<file path="config.mk">
export PLATFORM = sky130hd
export DESIGN_NAME = ofc_flash_ctrl
export DESIGN_NICKNAME = d
export VERILOG_FILES = /design/src/pkg/ofc_pkg.sv /design/src/ofc_flash_array.sv /design/src/ofc_flash_ctrl.sv /design/src/ofc_serial_lane.sv
export SDC_FILE = /design/constraint.sdc
export NUM_CORES = 2
export LEC_CHECK = 0
export ABC_AREA = 0
export ABC_CLOCK_PERIOD_IN_PS = 2500
export BUFFER_PORTS_ARGS = -buffer_cell sky130_fd_sc_hd__buf_2
export CORE_AREA = 2 2 295 297
export DETAILED_ROUTE_END_ITERATION = 8
export DIE_AREA = 0 0 297 299
export HOLD_SLACK_MARGIN = 0.03
export PLACE_DENSITY = 0.76
export SLEW_MARGIN = 25
export SYNTH_ARGS = -nofsm -noshare
export SYNTH_HDL_FRONTEND = slang
export SYNTH_SLANG_ARGS = --single-unit
</file>
<file path="constraint.sdc">
create_clock -name hclk -period 2.5 [get_ports hclk]
set_input_delay 0.375 -clock hclk [delete_from_list [all_inputs] [get_ports hclk]]
set_output_delay 0.375 -clock hclk [all_outputs]
set_load 0.02 [all_outputs]
</file>
<file path="src/pkg/ofc_pkg.sv">
// Constants, types and register layout of the on-chip flash controller
// Operation
// - Separate data and control ports on the bus
// - Data port serves flash reads and programs
// - Single read, burst read, program, erases, protection
// - Read-program mode keeps both ports, all sectors
// - Read-only mode: data port, reads only
// - Hidden region refuses reads and programs
// - Hidden mode applies to configuration sector only
// - Parallel style moves 32-bit words
// - Serial style moves words one bit per beat
// - Wrapping bursts in parallel style only
// - Parallel program writes exactly one word
// - Serial program writes exactly one word
// - Control read returns addressed register contents
// - Busy codes: idle, erase, program, read
// - Control register sits at control word 1
// - Erase request accepted only while idle
package ofc_pkg;
    // Array shape: 3 sectors x 2 pages x 4 words, index {sector,page,word}
    localparam int unsigned WORD_W = 32;
    localparam int unsigned IDX_W = 5;
    localparam int NWORDS = 24;
    localparam logic [1:0] NSECTORS = 2'h3;
    localparam logic [1:0] CFG_SECTOR = 2'h2;
    localparam logic [WORD_W-1:0] EMPTY_WORD = 32'hffff_ffff;
    // Bus map: haddr bit 8 picks the control port
    localparam int unsigned REGION_BIT = 8;
    localparam logic [5:0] CTL_STATUS_WORD = 6'h00;
    localparam logic [5:0] CTL_CTRL_WORD = 6'h01;
    localparam logic [2:0] HSIZE_WORD = 3'h2;
    // Busy field codes
    localparam logic [1:0] BUSY_IDLE = 2'h0;
    localparam logic [1:0] BUSY_ERASE = 2'h1;
    localparam logic [1:0] BUSY_PROG = 2'h2;
    localparam logic [1:0] BUSY_READ = 2'h3;
    // Erase kinds in the control register
    localparam logic [1:0] EK_SECTOR = 2'h1;
    localparam logic [1:0] EK_PAGE = 2'h2;
    // Burst counts
    localparam logic [7:0] BC_SINGLE_PAR = 8'h01;
    localparam logic [7:0] BC_SINGLE_SER = 8'h20;
    localparam logic [7:0] BURST_MAX = 8'h80;
    localparam logic [7:0] WRAP_LEN = 8'h04;
    localparam logic [5:0] SER_BEATS = 6'h20;
    // Timing
    localparam int CLK_PERIOD_NS = 4;
    localparam int PROG_TIME_NS = 32;
    localparam int ERASE_TIME_NS = 256;
    localparam logic [7:0] PROG_CYC = 8'((PROG_TIME_NS + CLK_PERIOD_NS - 1) / CLK_PERIOD_NS);
    localparam logic [7:0] ERASE_CYC = 8'((ERASE_TIME_NS + CLK_PERIOD_NS - 1) / CLK_PERIOD_NS);
    // Reset values: all sectors write protected, single-word burst count
    localparam logic [31:0] CTRL_RST_PAR = 32'h0001_0700;
    localparam logic [31:0] CTRL_RST_SER = 32'h0020_0700;
    localparam logic [31:0] STAT_RST = 32'h0000_0000;

    typedef enum logic {OFC_RW, OFC_RO} ofc_access_t;
    typedef enum logic {OFC_PAR, OFC_SER} ofc_style_t;

    typedef enum logic [3:0] {
        S_IDLE = 4'b0001,
        S_READ = 4'b0010,
        S_PROG = 4'b0100,
        S_ERASE = 4'b1000
    } ofc_state_t;

    typedef struct packed {
        logic [6:0] rsv_hi;
        logic wrap;
        logic [7:0] bcount;
        logic [4:0] rsv_mid;
        logic [2:0] wprot;
        logic [1:0] rsv_lo;
        logic [1:0] ekind;
        logic [3:0] eidx;
    } ofc_ctrl_t;

    typedef struct packed {
        logic [26:0] rsv;
        logic erase_ok;
        logic write_ok;
        logic read_ok;
        logic [1:0] busy;
    } ofc_stat_t;

    typedef struct packed {
        logic [31:0] addr;
        logic write;
        logic ctl;
        logic word;
    } ofc_aph_t;
endpackage

</file>
<file path="src/ofc_flash_array.sv">
// Flash word storage with program and erase
`timescale 1ns/10ps
module ofc_flash_array
    import ofc_pkg::*;
(
    input wire logic clk,
    input wire logic rst_n,
    input wire logic [IDX_W-1:0] rd_idx,
    output logic [WORD_W-1:0] rd_data,
    input wire logic pgm_en,
    input wire logic [IDX_W-1:0] pgm_idx,
    input wire logic [WORD_W-1:0] pgm_data,
    input wire logic ers_en,
    input wire logic ers_page,
    input wire logic [2:0] ers_loc
);
    logic [WORD_W-1:0] mem_q [NWORDS];
    logic [WORD_W-1:0] mem_d [NWORDS];

    genvar gi;
    generate
        for (gi = 0; gi < NWORDS; gi++) begin : g_word
            localparam logic [IDX_W-1:0] WI = IDX_W'(gi);
            // Erase sets whole sector or page; program can only clear bits
            always_comb begin
                mem_d[gi] = mem_q[gi];
                if (ers_en && WI[4:3] == ers_loc[2:1] && (!ers_page || WI[2] == ers_loc[0])) begin
                    mem_d[gi] = EMPTY_WORD;
                end else if (pgm_en && pgm_idx == WI) begin
                    mem_d[gi] = mem_q[gi] & pgm_data;
                end
            end
            always_ff @(posedge clk or negedge rst_n) begin
                if (!rst_n) begin
                    mem_q[gi] <= EMPTY_WORD;
                end else begin
                    mem_q[gi] <= mem_d[gi];
                end
            end
        end
    endgenerate

    // Out-of-range index reads as erased flash
    assign rd_data = (rd_idx < IDX_W'(NWORDS)) ? mem_q[rd_idx] : EMPTY_WORD;
endmodule // ofc_flash_array

</file>
<file path="src/ofc_flash_ctrl.sv">
// On-chip flash controller: AHB-Lite data and control ports over the flash array
`timescale 1ns/10ps
module ofc_flash_ctrl
    import ofc_pkg::*;
#(
    parameter ofc_access_t ACCESS = OFC_RW,
    parameter bit CFG_HIDDEN = 1'b0,
    parameter ofc_style_t STYLE = OFC_PAR
) (
    input wire logic hclk,
    input wire logic hresetn,
    input wire logic hsel,
    input wire logic [31:0] haddr,
    input wire logic [1:0] htrans,
    input wire logic hwrite,
    input wire logic [2:0] hsize,
    input wire logic [31:0] hwdata,
    input wire logic hready,
    output logic [31:0] hrdata,
    output logic hreadyout,
    output logic hresp
);
    localparam bit SER = (STYLE == OFC_SER);
    localparam logic [7:0] BC_SINGLE = SER ? BC_SINGLE_SER : BC_SINGLE_PAR;
    localparam logic [31:0] CTRL_RST = SER ? CTRL_RST_SER : CTRL_RST_PAR;

    ofc_state_t st_q, st_d;
    ofc_aph_t aph_q, aph_d;
    ofc_ctrl_t ctrl_q, ctrl_d, wv;
    ofc_stat_t stat_q, stat_d, stat_v;
    logic pend_q, pend_d, cw_q, cw_d, ok_q, ok_d, epage_q, epage_d;
    logic [7:0] cnt_q, cnt_d, bleft_q, bleft_d, words;
    logic [IDX_W-1:0] idx_q, idx_d, bptr_q, bptr_d, aidx;
    logic [31:0] wdata_q, wdata_d, hrdata_q, hrdata_d, arr_rdata, lane_in, lane_out;
    logic hready_q, hready_d, hresp_q;
    logic accept, lane_start, lane_busy, pgm_en, ers_en, rd_done, pg_done, bc_ok;
    logic [1:0] esec;

    // Busy field code for each state
    function automatic logic [1:0] busy_of(input ofc_state_t s);
        case (s)
            S_ERASE: busy_of = BUSY_ERASE;
            S_PROG: busy_of = BUSY_PROG;
            S_READ: busy_of = BUSY_READ;
            default: busy_of = BUSY_IDLE;
        endcase
    endfunction

    // Sector reachable: in range, not hidden, optionally not protected
    function automatic logic sec_open(input logic [1:0] sec, input logic [2:0] wp,
                                      input logic chk);
        sec_open = (sec < NSECTORS) && !(CFG_HIDDEN && sec == CFG_SECTOR);
        if (chk && sec < NSECTORS && wp[sec]) begin
            sec_open = 1'b0;
        end
    endfunction

    // Next word of a burst: wrap inside an aligned block or increment
    function automatic logic [IDX_W-1:0] next_idx(input logic [IDX_W-1:0] i, input logic w);
        if (w) begin
            next_idx = {i[4:2], i[1:0] + 2'h1};
        end else begin
            next_idx = IDX_W'(i + 5'h01);
        end
    endfunction

    // Control port read mux; read-only builds expose no control port
    function automatic logic [31:0] ctl_word(input logic [5:0] w, input ofc_stat_t s,
                                            input ofc_ctrl_t c);
        ctl_word = 32'h0000_0000;
        if (ACCESS == OFC_RW) begin
            if (w == CTL_STATUS_WORD) begin
                ctl_word = s;
            end else if (w == CTL_CTRL_WORD) begin
                ctl_word = c;
            end
        end
    endfunction

    ofc_flash_array u_array (
        .clk(hclk),
        .rst_n(hresetn),
        .rd_idx(idx_q),
        .rd_data(arr_rdata),
        .pgm_en(pgm_en),
        .pgm_idx(idx_q),
        .pgm_data(SER ? lane_out : wdata_q),
        .ers_en(ers_en),
        .ers_page(epage_q),
        .ers_loc(idx_q[2:0])
    );

    ofc_serial_lane u_lane (
        .clk(hclk),
        .rst_n(hresetn),
        .start(lane_start),
        .word_in(lane_in),
        .busy(lane_busy),
        .word_out(lane_out)
    );

    // Status view with live busy field
    always_comb begin
        stat_v = stat_q;
        stat_v.busy = busy_of(st_q);
    end

    // Burst count legality per style; serial moves 32 beats per word
    always_comb begin
        wv = ofc_ctrl_t'(hwdata);
        aidx = aph_q.addr[IDX_W+1:2];
        esec = (wv.ekind == EK_PAGE) ? wv.eidx[2:1] : wv.eidx[1:0];
        if (SER) begin
            words = {5'h00, ctrl_q.bcount[7:5]};
            bc_ok = ctrl_q.bcount[4:0] == 5'h00 && ctrl_q.bcount != 8'h00
                    && !ctrl_q.wrap;
        end else begin
            words = ctrl_q.bcount;
            bc_ok = ctrl_q.bcount != 8'h00 && ctrl_q.bcount <= BURST_MAX
                    && (!ctrl_q.wrap || ctrl_q.bcount == WRAP_LEN);
        end
        rd_done = (st_q == S_READ) && (!SER || (cnt_q != 8'h00 && !lane_busy));
        pg_done = (st_q == S_PROG) && cnt_q >= PROG_CYC - 8'h01 && !lane_busy;
    end

    // Bus slave and operation sequencer
    always_comb begin
        st_d = st_q;
        aph_d = aph_q;
        ctrl_d = ctrl_q;
        stat_d = stat_q;
        pend_d = pend_q;
        ok_d = ok_q;
        epage_d = epage_q;
        cnt_d = cnt_q;
        bleft_d = bleft_q;
        idx_d = idx_q;
        bptr_d = bptr_q;
        wdata_d = wdata_q;
        hrdata_d = hrdata_q;
        hready_d = hready_q;
        lane_start = 1'b0;
        lane_in = arr_rdata;
        pgm_en = 1'b0;
        ers_en = 1'b0;
        accept = hsel && htrans[1] && hready;
        cw_d = accept && haddr[REGION_BIT] && hwrite;
        // Address phase: control reads answer at once, data accesses stall
        if (accept) begin
            aph_d = '{addr: haddr, write: hwrite, ctl: haddr[REGION_BIT],
                      word: hsize == HSIZE_WORD};
            if (haddr[REGION_BIT]) begin
                if (!hwrite) begin
                    hrdata_d = ctl_word(haddr[7:2], stat_v, ctrl_q);
                end
            end else begin
                pend_d = 1'b1;
                hready_d = 1'b0;
            end
        end
        // Control write data phase; erase starts only from idle
        if (cw_q && ACCESS == OFC_RW && aph_q.addr[7:2] == CTL_CTRL_WORD) begin
            ctrl_d = wv;
            if ((wv.ekind == EK_SECTOR || wv.ekind == EK_PAGE) && st_q == S_IDLE
                && !pend_q) begin
                st_d = S_ERASE;
                cnt_d = 8'h00;
                epage_d = (wv.ekind == EK_PAGE);
                idx_d = {2'h0, esec, (wv.ekind == EK_PAGE) ? wv.eidx[0] : 1'b0};
                ok_d = aph_q.word && sec_open(esec, wv.wprot, 1'b1);
            end
        end
        case (st_q)
            S_IDLE: begin
                if (pend_q) begin
                    pend_d = 1'b0;
                    cnt_d = 8'h00;
                    if (aph_q.write) begin
                        st_d = S_PROG;
                        idx_d = aidx;
                        wdata_d = hwdata;
                        ok_d = ACCESS == OFC_RW && aph_q.word
                               && ctrl_q.bcount == BC_SINGLE
                               && aph_q.addr[REGION_BIT-1:IDX_W+2] == '0
                               && aidx < IDX_W'(NWORDS)
                               && sec_open(aidx[4:3], ctrl_q.wprot, 1'b1);
                    end else begin
                        st_d = S_READ;
                        // Later reads of a running burst follow the burst pointer
                        idx_d = (bleft_q != 8'h00) ? bptr_q : aidx;
                        ok_d = bc_ok && ((bleft_q != 8'h00) || (aidx < IDX_W'(NWORDS)
                               && aph_q.addr[REGION_BIT-1:IDX_W+2] == '0))
                               && sec_open(((bleft_q != 8'h00) ? bptr_q[4:3] : aidx[4:3]),
                                           ctrl_q.wprot, 1'b0);
                    end
                end
            end
            S_READ: begin
                if (SER && cnt_q == 8'h00) begin
                    lane_start = 1'b1;
                    cnt_d = 8'h01;
                end
                if (rd_done) begin
                    hrdata_d = !ok_q ? EMPTY_WORD : (SER ? lane_out : arr_rdata);
                    stat_d.read_ok = ok_q;
                    hready_d = 1'b1;
                    st_d = S_IDLE;
                    if (bleft_q != 8'h00) begin
                        bleft_d = bleft_q - 8'h01;
                        bptr_d = next_idx(idx_q, ctrl_q.wrap);
                    end else if (ok_q && words > 8'h01) begin
                        bleft_d = words - 8'h01;
                        bptr_d = next_idx(idx_q, ctrl_q.wrap);
                    end
                    if (!ok_q) begin
                        bleft_d = 8'h00;
                    end
                end
            end
            S_PROG: begin
                cnt_d = cnt_q + 8'h01;
                if (SER && cnt_q == 8'h00) begin
                    lane_start = 1'b1;
                    lane_in = wdata_q;
                end
                if (pg_done) begin
                    pgm_en = ok_q;
                    stat_d.write_ok = ok_q;
                    hready_d = 1'b1;
                    st_d = S_IDLE;
                end
            end
            S_ERASE: begin
                cnt_d = cnt_q + 8'h01;
                if (cnt_q == ERASE_CYC - 8'h01) begin
                    ers_en = ok_q;
                    stat_d.erase_ok = ok_q;
                    st_d = S_IDLE;
                end
            end
            default: begin
                st_d = S_IDLE;
            end
        endcase
    end

    // State registers
    always_ff @(posedge hclk or negedge hresetn) begin
        if (!hresetn) begin
            st_q <= S_IDLE;
            aph_q <= '0;
            ctrl_q <= ofc_ctrl_t'(CTRL_RST);
            stat_q <= ofc_stat_t'(STAT_RST);
            pend_q <= 1'b0;
            cw_q <= 1'b0;
            ok_q <= 1'b0;
            epage_q <= 1'b0;
            cnt_q <= 8'h00;
            bleft_q <= 8'h00;
            idx_q <= '0;
            bptr_q <= '0;
            wdata_q <= 32'h0000_0000;
            hrdata_q <= 32'h0000_0000;
            hready_q <= 1'b1;
            hresp_q <= 1'b0;
        end else begin
            st_q <= st_d;
            aph_q <= aph_d;
            ctrl_q <= ctrl_d;
            stat_q <= stat_d;
            pend_q <= pend_d;
            cw_q <= cw_d;
            ok_q <= ok_d;
            epage_q <= epage_d;
            cnt_q <= cnt_d;
            bleft_q <= bleft_d;
            idx_q <= idx_d;
            bptr_q <= bptr_d;
            wdata_q <= wdata_d;
            hrdata_q <= hrdata_d;
            hready_q <= hready_d;
            hresp_q <= 1'b0; // Every answer is OKAY
        end
    end

    assign hrdata = hrdata_q;
    assign hreadyout = hready_q;
    assign hresp = hresp_q;
endmodule // ofc_flash_ctrl

</file>
<file path="src/ofc_serial_lane.sv">
// One-bit-per-beat word lane used by the serial interface style
`timescale 1ns/10ps
module ofc_serial_lane
    import ofc_pkg::*;
(
    input wire logic clk,
    input wire logic rst_n,
    input wire logic start,
    input wire logic [WORD_W-1:0] word_in,
    output logic busy,
    output logic [WORD_W-1:0] word_out
);
    logic [WORD_W-1:0] tx_q, tx_d, rx_q, rx_d;
    logic [5:0] beat_q, beat_d;

    // Shift out MSB first, collect at the far end; 32 beats per word
    always_comb begin
        tx_d = tx_q;
        rx_d = rx_q;
        beat_d = beat_q;
        if (start) begin
            tx_d = word_in;
            beat_d = SER_BEATS;
        end else if (beat_q != 6'h00) begin
            rx_d = {rx_q[WORD_W-2:0], tx_q[WORD_W-1]};
            tx_d = {tx_q[WORD_W-2:0], 1'b0};
            beat_d = beat_q - 6'h01;
        end
    end

    always_ff @(posedge clk or negedge rst_n) begin
        if (!rst_n) begin
            tx_q <= '0;
            rx_q <= '0;
            beat_q <= 6'h00;
        end else begin
            tx_q <= tx_d;
            rx_q <= rx_d;
            beat_q <= beat_d;
        end
    end

    assign busy = (beat_q != 6'h00);
    assign word_out = rx_q;
endmodule // ofc_serial_lane

</file>
# Word level (Yosys, flattened, before mapping)
# Cells that the tools add are included.
dict set report classes {
  n_addsub 6
  order_cmp 11
  n_eq_ne 39
  n_mux 114
  bitwise_logic 27
  n_reduce_logical 105
}
# op n
set op_table {}
lappend op_table {{two-way mux 32 bit} 58}
lappend op_table {{AND 32 bit} 24}
lappend op_table {{binary-select mux 32 bit (select 5 bit)} 1}
lappend op_table {{logical AND 1 bit} 55}
lappend op_table {{nonzero test 2 bit} 27}
lappend op_table {{two-way mux 8 bit} 6}
lappend op_table {{two-way mux 5 bit} 9}
lappend op_table {{equality test 5 x 4 -> 1 bit (second input constant)} 8}
lappend op_table {{equality test 5 bit (second input constant)} 8}
lappend op_table {{two-way mux 1 bit} 26}
lappend op_table {{equality test 5 x 3 -> 1 bit (second input constant)} 4}
lappend op_table {{two-way mux 4 bit} 5}
lappend op_table {{case mux 8 bit (2 select lines)} 1}
lappend op_table {{nonzero test 8 bit} 2}
lappend op_table {{subtractor 8 x 1 -> 8 bit (second input constant)} 2}
lappend op_table {{equality test 6 x 1 -> 1 bit (second input constant)} 2}
lappend op_table {{case mux 4 bit (3 select lines)} 1}
lappend op_table {{equality test 5 x 2 -> 1 bit (second input constant)} 2}
lappend op_table {{< comparator 5 bit (second input constant)} 2}
lappend op_table {{AND reduction 2 bit} 5}
lappend op_table {{adder 8 x 1 -> 8 bit (second input constant)} 1}
lappend op_table {{equality test 8 x 1 -> 1 bit (second input constant)} 1}
lappend op_table {{equality test 8 x 3 -> 1 bit (second input constant)} 1}
lappend op_table {{equality test 8 x 6 -> 1 bit (second input constant)} 1}
lappend op_table {{other kinds (36)} 50}
dict set report totals {
  ff_bits 918
  input_bits 74
  output_inout_bits 34
  elab_cells 353
}

# Logic depth before layout (Yosys ltp)
dict set report depth {
  word_depth 13
  depth_mapped 11
  mapped_depth_nobuf 7
}

# Cells and area by module
# A second synthesis with hierarchy kept.
dict set report hier_totals {
  hier_cells 3930
  area_unflattened_um2 44442.6
}
# module instances cells_each area_per_inst_um2 seq_area_each_um2
set modules_own_cells {}
lappend modules_own_cells {ofc_flash_array 1 2993 34322.9 20179.4}
lappend modules_own_cells {ofc_flash_ctrl 1 650 6851.6 3560.9}
lappend modules_own_cells {ofc_serial_lane 1 287 3268.1 1751.7}

# Worst setup path before layout
# OpenSTA, ideal clock, no wires.
dict set report synth_timing {
  path_kind {register to register}
  startpoint {register idx_q[1]}
  endpoint {register u_array.mem_q[492] (netlist bit)}
  setup_time_ns 0.090
  arrival_time_ns 2.420
  required_time_ns 2.410
  slack_ns -0.010
  path_stages_with_launch 10
  path_buffers 4
  period_less_slack_ns 2.510
  cell_sequence {dfrtp_1 -> buf_1 -> inv_1 -> clkbuf_1 -> clkbuf_1 -> ha_1 -> clkbuf_1 -> nand2b_1 -> o21ai_0 -> nand2_1}
}
dict set report synth_between {
  elab_chain_cells 4
  elab_cells_between_ends 7
  classes_between {eq/ne (2); mux (1); reduce/logical (4)}
}
# element line_no
set synth_lines {}
lappend synth_lines {{start, declared} ofc_flash_ctrl.sv:33} ;# logic [IDX_W-1:0] idx_q, idx_d, bptr_q, bptr_d, aidx;
lappend synth_lines {{start signal, assigned} ofc_flash_ctrl.sv:277} ;# idx_q <= idx_d;
lappend synth_lines {{equality test 1 x 2 -> 1 bit} ofc_flash_array.sv:27} ;# if (ers_en && WI[4:3] == ers_loc[2:1] && (!ers_page || WI[2] == ers_loc[0])) begin
lappend synth_lines {{logical AND 1 bit (2 in a row)} ofc_flash_array.sv:27}
lappend synth_lines {{two-way mux 32 bit / nonzero test 2 bit (equally long branches)} --}
lappend synth_lines {{end signal, assigned by index} ofc_flash_array.sv:37} ;# mem_q[gi] <= mem_d[gi];
lappend synth_lines {{end, declared} ofc_flash_array.sv:17} ;# logic [WORD_W-1:0] mem_q [NWORDS];
# Parallel ways exist; a longest one is shown, timed or not.
# A chain may end at the register's enable or synchronous reset.

# Worst setup path after layout
dict set report layout_timing {
  startpoint {register st_q[0]}
  endpoint {register u_array.mem_q[622] (netlist bit)}
}
dict set report layout_between {
  elab_chain_cells 7
  elab_cells_between_ends 12
  classes_between {eq/ne (2); mux (4); reduce/logical (6)}
}
# element line_no
set layout_lines {}
lappend layout_lines {{start, declared} ofc_flash_ctrl.sv:27} ;# ofc_state_t st_q, st_d;
lappend layout_lines {{start signal, assigned} ofc_flash_ctrl.sv:267} ;# st_q <= st_d;
lappend layout_lines {{equality test 4 x 3 -> 1 bit} {ofc_flash_ctrl.sv:123, ofc_flash_ctrl.sv:173}}
lappend layout_lines {{logical AND 1 bit (2 in a row)} ofc_flash_ctrl.sv:123} ;# pg_done = (st_q == S_PROG) && cnt_q >= PROG_CYC - 8'h01 && !lane_busy;
lappend layout_lines {{two-way mux 1 bit} ofc_flash_ctrl.sv:226} ;# if (pg_done) begin
lappend layout_lines {{two-way mux 1 bit} ofc_flash_ctrl.sv:173} ;# case (st_q)
lappend layout_lines {{logical AND 1 bit} ofc_flash_array.sv:29} ;# end else if (pgm_en && pgm_idx == WI) begin
lappend layout_lines {{nonzero test 2 bit (no line)} --}
# Parallel ways exist; a longest one is shown, timed or not.

==> metrics.md <==
| Metric | Value |
|---|---|
| Status | finished, violations left |
| Failing checks | setup timing |
| Vias in the first global route | 35100 |
| Post-DRT Antenna Nets | 0 |
| Area contributors post-synth | dfstp_2 48%, nand2_1 10%, dfrtp_1 8.3% |
| CP Buf/Inv Count | 2 |
| PwrDens | 622 nW/um2 |
| DR vias | 35700 |
| Syn-to-layout area delta | 16.4% |
| Clock skew | 25.8 ps |
| Layout net count | 4384 |
| Drt drc | 0 |
| First-pass DRT Iterations | 7 |
| Placement Setup Slack | -74.0 ps |
| Clock Latency Late Sink | 670 ps |
| Final Hold Viols | 0 |
| Slowest cell on the critical path | or4b_4 |
| Final non-filler cell total | 5535 |
| Core Footprint | 85900 um2 |
| I/O Buffers | 80 |
| XOR/XNOR share of the synthesized area | 0.00247 |
| Post-route minimum period | 2570 ps |
| GR Overflow Total | 0 |
| Hpwl dp | 76400 um |
| Routed WL per cell | 25.4 um |
| WL final | 141000 um |
| Mapped Nets | 4306 |
| Final Cycle Share | 1.03 |
| Total track usage | 0.300 |
| Number of pins with negative max-slew slack in the final report | 0 |
| DP Cell Count | 5305 |
| Final Util | 0.576 |
| Final setup fails | 23 |
| Async S/R FF share, synth | 1.00 |
| Post-Synthesis Cell Area | 42600 um2 |
| FMAX | 0.389 GHz |
| Layout cells sized above 1 | 0.331 |
| Distinct cells, synth | 66 |
| Crit path depth | 7 |
| Non-Filler Cell Area, Final | 49500 um2 |
| CP max stage delay | 560 ps |
| First-pass GRT wire length | 208000 um |
| Clk slew on worst S/H paths | 60 ps |
| Startpoint Class | flip-flop |
| Layout fillers | 6879 |
| Sequential cell area fraction in the yosys report | 0.561 |
| Peak VDD IR | 0.523 mV |
| Arrival time worst endpoint | 3140 ps |
| Max_cap viols | 0 |
| CTS tree | yes |
| Mapped Cells | 4218 |
| Synth top area share | 0.478 |
| YS warnings | 0 |
| Register bit total from synthesis | 916 |
| Worst-Margin Slew | 697 ps |
| Clock sink count | 916 |
| Post-Syn Area per Cell | 10.1 um2 |
| Top delay family on crit path | simple AND/OR/NAND/NOR gates |
| Setup ws final | -72.7 ps |
| Critical path required time | 3060 ps |
| CTS max path bufs | 3 |
| Worst reg2reg path depth | 7 |
| Initial antenna violation count | 5 |
| Pin count of the biggest net entering global routing | 113 |
| Max FO, Critical Path | 110 |
| Post-DP Area | 45300 um2 |
| Flip-flop and latch area | 23900 um2 |
| Synth Area in Compound Gates | 0.117 |
| Worst Hold Path Cells | 2 |
| Fin Hold WS | 34.5 ps |
| Die area | 88800 um2 |
| RSZ-0062 raised after global routing | yes |
| Mux cell area share after synthesis | 0.105 |
| Via density | 6.44 |
| Crit. End Element | flip-flop |
| Cell taking the most area after synthesis | dfstp_2 |
| Chip height | 299 um |
| H-Tree Depth | 3 |
| Worst Setup Path Type | reg -> reg |
| Root buffer cell | clkbuf_16 |
| Total CTS buffers | 91 |
| Synth Flop Type | dfstp_2 |
| Synth Area in Simple Gates | 0.178 |
| I/O pin cnt | 108 |
| Largest family of logic cells by synthesized area | simple AND/OR/NAND/NOR gates |
| GPL Wtd Cong | 0.877 |
| Die W | 297 um |
| Multi-input logic area | 17700 um2 |
| Initial Util | 0.495 |
| P_leak | 23.9 nW |
| Row count | 108 |
| Number of flops mapped to enable cells by yosys | 0 |
| Adder-cell share of the synthesized area | 0.00412 |
| Hold Path Class | in -> reg |
| Starting DRT DRC Count | 4176 |
| Worst-path cell chain | or4b_4, a2111oi_4, clkbuf_16, nand3_4, buf_12, o21ai_0, nand2_1 |
| Worst relative slew slack | 0.535 |
## metal layers
metal	vias to the layer above	share of wire	track usage
met5	-	0.00015	0
met4	4	0.052	0.146
met3	518	0.12	0.0808
met2	2351	0.45	0.459
met1	17900	0.38	0.398
li1	14900	-	-
## flip-flops by register name (all words and copies together) (netlist names), 4 cells and up
register       cells
hrdata            32
ctrl_q            24
wdata_q           32
idx_q              5
aidx               5
u_array.mem_q    768
u_lane.beat_q      6
bleft_q            8
bptr_q             5
cnt_q              8
words              8
st_q               4
## path summary, 6_finish.rpt
kind                                     from  slack, ps                 end
setup / recovery                      st_q[0]        -70  u_array.mem_q[622]
hold / removal                     hwdata[25]         30         wdata_q[25]
setup reg to reg                      st_q[0]        -70  u_array.mem_q[622]
min in group asynchronous             hresetn        270          ctrl_q[27]
hold reg to reg            u_array.mem_q[302]        460  u_array.mem_q[302]
max in group asynchronous             hresetn       1290  u_array.mem_q[235]
## worst register-to-register path, delay by kind of cell, from the launching register on
family | cells | cell delay (ps)
buffers and inverters | 2 | 500
and+or+nand+nor | 3 | 750
DFF | 1 | 410
AOI/OAI and AO/OA | 2 | 810
## through the flow
step	setup TNS, ps	power, mW
global route	-11510	31.6
detailed placement	-284	16.1
finish	-365	30.8
floorplan	0	15.5
global placement	-108	16.1
CTS	0	30.9
## cell usage after synthesis, drive strengths merged, types with 74 or more instances
library cell,n
nand2,1160
dfstp,774
o21ai,540
nand3,305
clkbuf,229
mux2i,192
dfrtp,142
nand2b,134
buf,81
mux2,80
o22ai,80
mux4,74
## final cells by class
type,instances,area share
clock inverter,42,0.0119
clock buffer,130,0.0537
inverter,15,0.00114
multi-input combinational,2977,0.357
sequential,916,0.483
tap,1155,0.0292
timing repair buffer,295,0.0642
antenna,5,0.000253
## cells by family after synthesis
group           count (synthesis)
compound gates                840
flops                         916
simple gates                 1764
other cells                     1
mux                           346
fa+ha+maj                      14
xor+xnor                       12
buf+inv                       325
## what timing repair did
action	CTS	global route
setup buffers	5	5
pin swaps	3	4
gates resized for setup	2	233
gates cloned	3	15
hold endpoints to repair	71	0
endpoints found under the setup margin	80	624
hold buffers	27	0
## cell usage in the layout (no fill, tap or decap), types with 72 or more instances in the layout
master / count
buf_4: 103
o22ai_1: 80
dfrtp_1: 138
mux4_2: 74
mux2_2: 80
clkbuf_16: 105
o21ai_0: 327
nand3_1: 296
o21ai_1: 178
nand2b_1: 132
mux2i_1: 192
buf_2: 79
nor2_1: 72
nand2_1: 1139
dfstp_2: 774
## where the power goes
group	switching [mW]	internal [mW]	total (mW)
sequential	0.141	15.0	15.1
clock	6.09	8.79	14.9
combinational	0.511	0.275	0.786
Note: power is estimated with default switching activity, not from simulation.
